[config.mk]
export PLATFORM = sky130hd
export DESIGN_NAME = fpeu_top
export DESIGN_NICKNAME = d
export VERILOG_FILES = /design/src/hw/fpeu_pkg.sv /design/src/hw/fpeu_route.sv /design/src/hw/fpeu_top.sv
export VERILOG_INCLUDE_DIRS = /design/src /design/src/hw
export SDC_FILE = /design/constraint.sdc
export NUM_CORES = 1
export LEC_CHECK = 0
export ABC_AREA = 1
export CAP_MARGIN = 20
export CORE_ASPECT_RATIO = 1.5
export CORE_MARGIN = 2
export CORE_UTILIZATION = 40
export DETAILED_ROUTE_END_ITERATION = 10
export DONT_BUFFER_PORTS = 1
export PLACE_DENSITY = 0.59
export SYNTH_ARGS = -nofsm -noshare
export SYNTH_HDL_FRONTEND = slang
export SYNTH_SLANG_ARGS = --single-unit
[constraint.sdc]
create_clock -name clk -period 1.4 [get_ports clk]
set_input_delay 0.14 -clock clk [delete_from_list [all_inputs] [get_ports clk]]
set_output_delay 0.14 -clock clk [all_outputs]
set_load 0.02 [all_outputs]
[src/hw/fpeu_params.svh]
// Constants for the flash program/erase unlock block: register offsets,
// field positions, reset values, key bytes and flash geometry.
// Assumes inclusion by bare name from the package and the design modules.
`ifndef FPEU_PARAMS_SVH
`define FPEU_PARAMS_SVH

// Special function register offsets
`define FPEU_ADDR_PSC        8'h8f
`define FPEU_ADDR_KEY        8'hb7

// Bus widths
`define FPEU_SFR_AW          8
`define FPEU_DW              8
`define FPEU_XAW             16

// Program-store control field positions
`define FPEU_PSC_WE_BIT      0
`define FPEU_PSC_EE_BIT      1

// Reset values
`define FPEU_PSC_RESET       8'h00
`define FPEU_KEY_RESET       8'h00

// Key sequence bytes
`define FPEU_KEY_FIRST       8'ha5
`define FPEU_KEY_SECOND      8'hf1

// Flash page size as address bits (512-byte pages)
`define FPEU_PAGE_BITS       9

// Data value sent to the flash array during an erase
`define FPEU_ERASE_DATA      8'h00

`endif

[src/hw/fpeu_pkg.sv]
// Types shared by the flash program/erase unlock design files.
// Assumes the constants header is on the include path.
`include "fpeu_params.svh"

package fpeu_pkg;

  // Lock-state code, read back in the low two key-register bits
  typedef enum logic [1:0] {
    FPEU_LOCKED   = 2'b00,
    FPEU_KEY1     = 2'b01,
    FPEU_UNLOCKED = 2'b10,
    FPEU_LOCKOUT  = 2'b11
  } fpeu_lock_t;

  typedef logic [`FPEU_SFR_AW-1:0] fpeu_sfr_addr_t;
  typedef logic [`FPEU_DW-1:0]     fpeu_byte_t;
  typedef logic [`FPEU_XAW-1:0]    fpeu_xaddr_t;

  // State of the external-move router
  typedef struct packed {
    logic        xram_wr;
    fpeu_xaddr_t xram_addr;
    fpeu_byte_t  xram_wdata;
    logic        flash_prog;
    logic        flash_erase;
    fpeu_xaddr_t flash_addr;
    fpeu_byte_t  flash_wdata;
  } fpeu_route_t;

  // State of the top-level sequencer and register file
  typedef struct packed {
    logic       page_erase_enable;
    logic       flash_write_enable;
    fpeu_lock_t lock;
    logic       lockout;
    logic       busy;
    fpeu_byte_t sfr_rdata;
  } fpeu_state_t;

endpackage

[src/hw/fpeu_route.sv]
// External-move write router: steers a write to external data memory when flash
// writes are disabled, or, when flash writes are enabled and the write is granted, to a flash byte program or page erase; an ungranted write is dropped.
// Assumes the sequencer supplies a one-cycle grant for permitted flash operations.
`timescale 1ns/1ns
`include "fpeu_params.svh"

module fpeu_route (
  input  wire logic          clk,
  input  wire logic          rst_b,
  input  wire logic          xmove_wr,
  input  fpeu_pkg::fpeu_xaddr_t xmove_addr,
  input  fpeu_pkg::fpeu_byte_t  xmove_wdata,
  input  wire logic          flash_write_enable,
  input  wire logic          page_erase_enable,
  input  wire logic          grant,
  output logic               xram_wr,
  output fpeu_pkg::fpeu_xaddr_t xram_addr,
  output fpeu_pkg::fpeu_byte_t  xram_wdata,
  output logic               flash_prog,
  output logic               flash_erase,
  output fpeu_pkg::fpeu_xaddr_t flash_addr,
  output fpeu_pkg::fpeu_byte_t  flash_wdata
);
  import fpeu_pkg::*;

  fpeu_route_t r;
  fpeu_route_t next_r;

  // Page base of an address, used for erase requests
  function automatic fpeu_xaddr_t page_base(input fpeu_xaddr_t a);
    page_base = {a[`FPEU_XAW-1:`FPEU_PAGE_BITS], {`FPEU_PAGE_BITS{1'b0}}};
  endfunction

  // Next-state routing of one external-move write
  always_comb begin
    next_r             = r;
    next_r.xram_wr     = xmove_wr & ~flash_write_enable;
    next_r.flash_prog  = grant & ~page_erase_enable;
    next_r.flash_erase = grant & page_erase_enable;
    if (xmove_wr && !flash_write_enable) begin
      next_r.xram_addr  = xmove_addr;
      next_r.xram_wdata = xmove_wdata;
    end
    if (grant && !page_erase_enable) begin
      next_r.flash_addr  = xmove_addr;
      next_r.flash_wdata = xmove_wdata;
    end
    if (grant && page_erase_enable) begin
      next_r.flash_addr  = page_base(xmove_addr);
      next_r.flash_wdata = `FPEU_ERASE_DATA;                   // Data byte dropped
    end
  end

  // State register
  always_ff @(posedge clk) begin
    if (!rst_b) begin
      r <= '0;
    end else begin
      r <= next_r;
    end
  end

  // Outputs straight from the state flops
  assign xram_wr     = r.xram_wr;
  assign xram_addr   = r.xram_addr;
  assign xram_wdata  = r.xram_wdata;
  assign flash_prog  = r.flash_prog;
  assign flash_erase = r.flash_erase;
  assign flash_addr  = r.flash_addr;
  assign flash_wdata = r.flash_wdata;

endmodule

[src/hw/fpeu_top.sv]
// Flash program/erase unlock block: program-store control register, key
// register with its lock sequencer, and the external-move router.
// Assumes a CPU register port with one-cycle read/write strobes, and a flash
// array that pulses flash_done once each program or erase has finished.
//
// Contract
// - Control register bits 7:2 read zero; writes to them are ignored.
// - Write enable set, erase clear: external-move write programs one flash byte at address.
// - Write enable clear: external-move writes never modify flash.
// - Erase and write enable set: external-move write erases the addressed page.
// - The data byte of an erasing write is ignored.
// - Flash operations allowed only after key bytes a5 then f1.
// - Lock returns automatically when the unlocked operation completes.
// - Any wrong key write locks flash out until reset.
// - Flash operation attempted while not unlocked also locks out until reset.
// - Key read low bits: 00 locked, 01 first key accepted.
// - Key read low bits: 10 unlocked, 11 locked out until reset.
`timescale 1ns/1ns
`include "fpeu_params.svh"

module fpeu_top (
  input  wire logic              clk,
  input  wire logic              rst_b,
  // Special function register port
  input  fpeu_pkg::fpeu_sfr_addr_t sfr_addr,
  input  wire logic              sfr_wr,
  input  wire logic              sfr_rd,
  input  fpeu_pkg::fpeu_byte_t   sfr_wdata,
  output fpeu_pkg::fpeu_byte_t   sfr_rdata,
  // External-move write from the core
  input  wire logic              xmove_wr,
  input  fpeu_pkg::fpeu_xaddr_t  xmove_addr,
  input  fpeu_pkg::fpeu_byte_t   xmove_wdata,
  // Flash array completion
  input  wire logic              flash_done,
  // External data memory side
  output logic                   xram_wr,
  output fpeu_pkg::fpeu_xaddr_t  xram_addr,
  output fpeu_pkg::fpeu_byte_t   xram_wdata,
  // Flash array side
  output logic                   flash_prog,
  output logic                   flash_erase,
  output fpeu_pkg::fpeu_xaddr_t  flash_addr,
  output fpeu_pkg::fpeu_byte_t   flash_wdata,
  // Core stall while a flash operation runs
  output logic                   cpu_stall,
  // Lockout status
  output logic                   lockout_active
);
  import fpeu_pkg::*;

  fpeu_state_t s;
  fpeu_state_t next_s;

  // Control register reset value, kept as a byte so single bits can be picked
  localparam fpeu_byte_t psc_reset_val = `FPEU_PSC_RESET;

  logic psc_wr;
  logic key_wr;
  logic psc_rd;
  logic key_rd;
  logic flash_attempt;
  logic grant;

  // Register decode
  function automatic logic hit(input fpeu_sfr_addr_t a, input fpeu_sfr_addr_t reg_addr);
    hit = (a == reg_addr);
  endfunction

  // One step of the key sequencer for a key-register write
  function automatic fpeu_lock_t key_step(input fpeu_lock_t cur, input fpeu_byte_t val);
    case (cur)
      FPEU_LOCKED: begin
        if (val == `FPEU_KEY_FIRST) begin
          key_step = FPEU_KEY1;
        end else begin
          key_step = FPEU_LOCKOUT;
        end
      end
      FPEU_KEY1: begin
        if (val == `FPEU_KEY_SECOND) begin
          key_step = FPEU_UNLOCKED;
        end else begin
          key_step = FPEU_LOCKOUT;
        end
      end
      FPEU_UNLOCKED: begin
        key_step = FPEU_LOCKOUT;                 // Extra key write breaks sequence
      end
      FPEU_LOCKOUT: begin
        key_step = FPEU_LOCKOUT;                 // Held until reset
      end
      default: begin
        key_step = FPEU_LOCKOUT;
      end
    endcase
  endfunction

  // Read value of the program-store control register
  function automatic fpeu_byte_t psc_read(input logic ee, input logic we);
    fpeu_byte_t v;
    v = '0;                                      // Upper bits read zero
    v[`FPEU_PSC_EE_BIT] = ee;
    v[`FPEU_PSC_WE_BIT] = we;
    psc_read = v;
  endfunction

  // Read value of the key register: lock code in the low two bits
  function automatic fpeu_byte_t key_read(input fpeu_lock_t l);
    key_read = {6'h00, l};
  endfunction

  // Strobe decode
  assign psc_wr = sfr_wr & hit(sfr_addr, `FPEU_ADDR_PSC);
  assign key_wr = sfr_wr & hit(sfr_addr, `FPEU_ADDR_KEY);
  assign psc_rd = sfr_rd & hit(sfr_addr, `FPEU_ADDR_PSC);
  assign key_rd = sfr_rd & hit(sfr_addr, `FPEU_ADDR_KEY);

  // Flash operation request and permission
  assign flash_attempt = xmove_wr & s.flash_write_enable & ~s.busy;
  assign grant         = flash_attempt & (s.lock == FPEU_UNLOCKED);

  // Next-state logic for control bits, sequencer, busy flag and read data
  always_comb begin
    next_s = s;

    // Control register write: only the two low bits are stored
    if (psc_wr) begin
      next_s.flash_write_enable = sfr_wdata[`FPEU_PSC_WE_BIT];
      next_s.page_erase_enable  = sfr_wdata[`FPEU_PSC_EE_BIT];
    end

    // Key register writes advance or break the sequence
    if (key_wr) begin
      next_s.lock = key_step(s.lock, sfr_wdata);
    end

    // Operation attempted while not unlocked forces lockout
    if (flash_attempt && s.lock != FPEU_UNLOCKED) begin
      next_s.lock = FPEU_LOCKOUT;
    end

    // Start of a permitted operation
    if (grant) begin
      next_s.busy = 1'b1;
    end

    // Completion relocks; a concurrent lockout still wins
    if (s.busy && flash_done) begin
      next_s.busy = 1'b0;
      if (next_s.lock == FPEU_UNLOCKED) begin
        next_s.lock = FPEU_LOCKED;
      end
    end

    // Lockout status flop tracks the lock code so the output leaves a flop
    next_s.lockout = (next_s.lock == FPEU_LOCKOUT);

    // Registered read data; unmapped or idle reads give zero
    if (psc_rd) begin
      next_s.sfr_rdata = psc_read(s.page_erase_enable, s.flash_write_enable);
    end else if (key_rd) begin
      next_s.sfr_rdata = key_read(s.lock);
    end else begin
      next_s.sfr_rdata = '0;
    end
  end

  // State register; reset returns everything to locked
  always_ff @(posedge clk) begin
    if (!rst_b) begin
      s.page_erase_enable  <= psc_reset_val[`FPEU_PSC_EE_BIT];
      s.flash_write_enable <= psc_reset_val[`FPEU_PSC_WE_BIT];
      s.lock               <= FPEU_LOCKED;
      s.lockout            <= 1'b0;
      s.busy               <= 1'b0;
      s.sfr_rdata          <= `FPEU_KEY_RESET;
    end else begin
      s <= next_s;
    end
  end

  // Register outputs
  assign sfr_rdata      = s.sfr_rdata;
  assign cpu_stall      = s.busy;
  assign lockout_active = s.lockout;

  // Router for external-move writes
  fpeu_route u_route (
    .clk                (clk),
    .rst_b              (rst_b),
    .xmove_wr           (xmove_wr),
    .xmove_addr         (xmove_addr),
    .xmove_wdata        (xmove_wdata),
    .flash_write_enable (s.flash_write_enable),
    .page_erase_enable  (s.page_erase_enable),
    .grant              (grant),
    .xram_wr            (xram_wr),
    .xram_addr          (xram_addr),
    .xram_wdata         (xram_wdata),
    .flash_prog         (flash_prog),
    .flash_erase        (flash_erase),
    .flash_addr         (flash_addr),
    .flash_wdata        (flash_wdata)
  );

endmodule

==> run summary <==
FLOORPLANNING
--------------------------------------------------------------------------------------
Horiz. Die Dim                                                                66.77 um
Die ar.                                                                      6553 um^2
Die Height                                                                    98.15 um
Core region area                                                             5743 um^2
Row cnt                                                                             34
I/O pin cnt                                                                        107
Initial core utilization                                                        41.15%

POWER
--------------------------------------------------------------------------------------
Power Dens Cells                                                          1224 nW/um^2
Leakage Power                                                                 1.172 nW
Portion of total power attributed to combinational logic                          5.8%
Largest voltage drop on the vdd net                                           824.6 uV
Clk pwr share                                                                    42.6%
Pint                                                                          2.732 mW
Switching portion of total power                                                22.84%
Sw Pwr                                                                       0.8088 mW
Sequential share of power                                                        51.6%

ROUTING
--------------------------------------------------------------------------------------
Vias per Instance                                                                4.892
Routed via count                                                                  2035
Iteration-0 DRC count of the detailed router                                        60
Drc violations                                                                       0
Count of nets left with antenna violations after detail routing                      0
Wire length per cell                                                          13.69 um
Total detailed-routing wirelength                                              5695 um
First-pass detailed-route iteration total                                            4

CRITICAL PATH
--------------------------------------------------------------------------------------
Critical Path AT                                                               1520 ps
Cell breakdown of the critical path                                       nand2_2, nor3_4, buf_12, buf_12, nand3_1, a21oi_1
Startpoint-to-endpoint class of the critical path                              reg2reg
Slowest cell delay on critical path                                             350 ps
Setup crit end kind                                                          flip-flop
Highest net fanout along the worst path                                             16
Library cell contributing the largest single delay on the critical path        dfxtp_1
Dominant cell type by count on the critical path                                buf_12
Element type at the critical path start                                      flip-flop
Required arrival time at the worst endpoint                                    1650 ps

CELLS AND AREA
--------------------------------------------------------------------------------------
Final design area excluding fillers                                          2892 um^2
Ratio of cells with drive above 1 in the final layout                           10.76%
Most common cell after layout, fill and taps aside                              nor2_1
Register area                                                                1181 um^2
Share of the core filled with cells                                             50.35%
Fill cell instance count of the final layout                                       573
Commonest cells after routing, fill and taps aside                        nor2_1 (79), dfxtp_1 (59), nand2_1 (45), o21ai_0 (31), dlygate4sd3_1 (26)
Area overhead of the layout relative to synthesis                               22.34%
Ant. Diodes                                                                          0
Post-layout net count                                                              386
Area occupied by multi-input gates                                          979.7 um^2
Post-Layout Cell Count                                                             416

JOB
--------------------------------------------------------------------------------------
Maximum capacitance violations                                                       0

PLACEMENT
--------------------------------------------------------------------------------------
Final HPWL DP                                                                  4074 um
Count of buffers from port buffering                                                 0
Final estimated routing congestion in global placement                          0.7528
Area after detailed placement                                                2405 um^2
Cell count after placement                                                         373
Pre-CTS worst setup slack                                                    -14.80 ps

CLOCKING
--------------------------------------------------------------------------------------
Number of buffers created by CTS                                                     9
Clock Pin Slew Worst Setup and Hold Paths                                        60 ps
Later-pin clock latency in the skew report                                      330 ps
Maximum clock path buffer count                                                      2
Sinks on the clock net                                                              59
Level count of the clock H-tree                                                      3
Root buffer selected by CTS                                                   clkbuf_8
Clock tree from TritonCTS                                                          yes

TIMING
--------------------------------------------------------------------------------------
Max frequency                                                                788.6 MHz
Final hold violation count                                                          33
Worst slack on hold paths                                                    -49.66 ps
Final worst-path cycle share                                                    90.58%
Unrepaired setup endpoints after global routing                                  false
Final setup violation count                                                          0
PnR worst setup slack                                                         131.9 ps
Clock tree skew after final layout                                            4.535 ps
Count of pins over their slew limit                                                  0
Minimum clock period after layout                                              1268 ps

SYNTHESIS
--------------------------------------------------------------------------------------
Warnings from Yosys                                                                  0
Mean cell area of the mapped netlist                                        7.649 um^2
Number of different library cells in the post-synthesis netlist                     26
Number of register bits inferred by synthesis                                       59
Cell area after technology mapping                                           2364 um^2
Fraction of the yosys area taken by sequential cells                            49.97%
Count of mapped cells out of synthesis                                             309

GLOBAL ROUTE
--------------------------------------------------------------------------------------
Global routing met1 resource utilization                                        19.99%
Most used routing layer in global routing                                         met2
Total track usage                                                               18.71%
Global-route congestion overflow total                                               0
Largest net degree at the start of global routing                                   36
Via count of the first global-routing pass                                        2044
Met2 usage in global routing                                                    30.92%
Wire length of the first global-routing pass                                   9356 um
Met3 Usage GRT                                                                  7.834%
Antenna violations before repair                                                     0

MIN PATH
--------------------------------------------------------------------------------------
Path category of the worst min-delay check                                      in2reg

RUN STATUS
--------------------------------------------------------------------------------------
Outcome                                                                   finished, violations left
Failing checks                                                             hold timing

[cells in the mapped netlist]
cell      number  area, um^2
o211ai_1       1       7.510
buf_12         1       20.02
a211oi_1       2       15.01
clkbuf_1       7       26.28
nand4_1        1       6.260
nand2_1       45       168.9
nand2_2        2       12.51
o21ai_0       31       155.2
nand3_2        2       20.02
buf_2          1       5.000
conb_1         1       3.750
nand3_1       17       85.08
clkinv_1       1       3.750
inv_2          2       7.510
nand2_4        2       22.52
nor3_1         3       15.01
buf_6          3       33.78
nor3_4         1       16.27
inv_1         16       60.06
nor2_1        80       300.3
buf_4          8       60.06
a21oi_1       16       80.08
dfxtp_1       59        1181
a21oi_2        4       35.03
clkbuf_4       1       7.510
nand3b_1       2       15.01
[routing by layer]
layer / up-vias / part of all wire [%] / routed length [um]
li1: 1034 / - / -
met1: 898 / 39 / 2205
met2: 86 / 50 / 2832
met3: 17 / 8.2 / 468
met4: 0 / 3.3 / 189
met5: - / 0 / 0
[worst max-delay path, delay by kind of cell (launching register included)]
| family | cells | cell delay (ps) |
|---|---|---|
| AND/OR/NAND/NOR | 3 | 400 |
| flip-flops | 1 | 350 |
| AO/OA/AOI/OAI | 1 | 160 |
| buffers and inverters | 2 | 290 |
[registers in the layout, indices dropped and copies added, names as in the netlist, 2 cells and up]
signal	count
u_route.flash_addr	16
u_route.xram_addr	16
u_route.flash_wdata	8
u_route.xram_wdata	8
s	4
sfr_rdata	2
[logic make-up after synthesis]
family / synth area share (%)
AOI/OAI and AO/OA: 12.39
buffers and inverters: 9.476
DFF: 49.97
other: 0.1587
and+or+nand+nor: 28.00
[path summary, 6_finish.rpt]
path              slack, ps  cells past startpoint          startpoint                             endpoint
setup / recovery        130                      6  s[12]$_SDFFE_PN0P_  u_route.flash_wdata[2]$_SDFFE_PP0P_
hold / removal          -50                      2               rst_b    u_route.xram_addr[0]$_SDFFE_PN0P_
setup reg to reg        130                      6  s[12]$_SDFFE_PN0P_  u_route.flash_wdata[2]$_SDFFE_PP0P_
hold reg to reg         520                      2  s[13]$_SDFFE_PN0P_              sfr_rdata[1]$_SDFF_PN0_
[metrics by stage]
step / hold slack (ps) / total power [mW] / setup TNS [ps]
6_report: -49.66 / 3.540 / 0
3_5_place_dp: 282.3 / 1.998 / -77.63
4_1_cts: -82.14 / 3.586 / 0
3_3_place_gp: 275.5 / 1.996 / 0
5_1_grt: -70.97 / 3.699 / 0
2_1_floorplan: 274.9 / 1.993 / 0
[repair_timing]
| action | in CTS | in global routing |
|---|---|---|
| hold buffers | 22 | 4 |
| endpoints found under the setup margin | 24 | 2 |
| pin swaps | 1 | 1 |
| gates resized for setup | 0 | 3 |
| endpoints found under the hold margin | 52 | 32 |
| setup buffers | 2 | 0 |
[power groups by stage]
stage	logic [mW]	clock network (mW)	registers [mW]
floorplan	0.140	0	1.85
global placement	0.132	0	1.86
detailed placement	0.135	0	1.86
CTS	0.196	1.56	1.83
global route	0.234	1.63	1.83
finish	0.206	1.51	1.83
[final cells by class]
| cell class | instances | share of cell area, % |
|---|---|---|
| flip-flops and latches | 59 | 40.85 |
| clock buffers | 13 | 5.495 |
| clock inverters | 2 | 1.212 |
| inverters | 19 | 2.553 |
| multi-input cells | 215 | 33.88 |
| repair buffers | 36 | 12.89 |
| well taps | 72 | 3.116 |
Note: power is estimated with default switching activity, not from simulation.
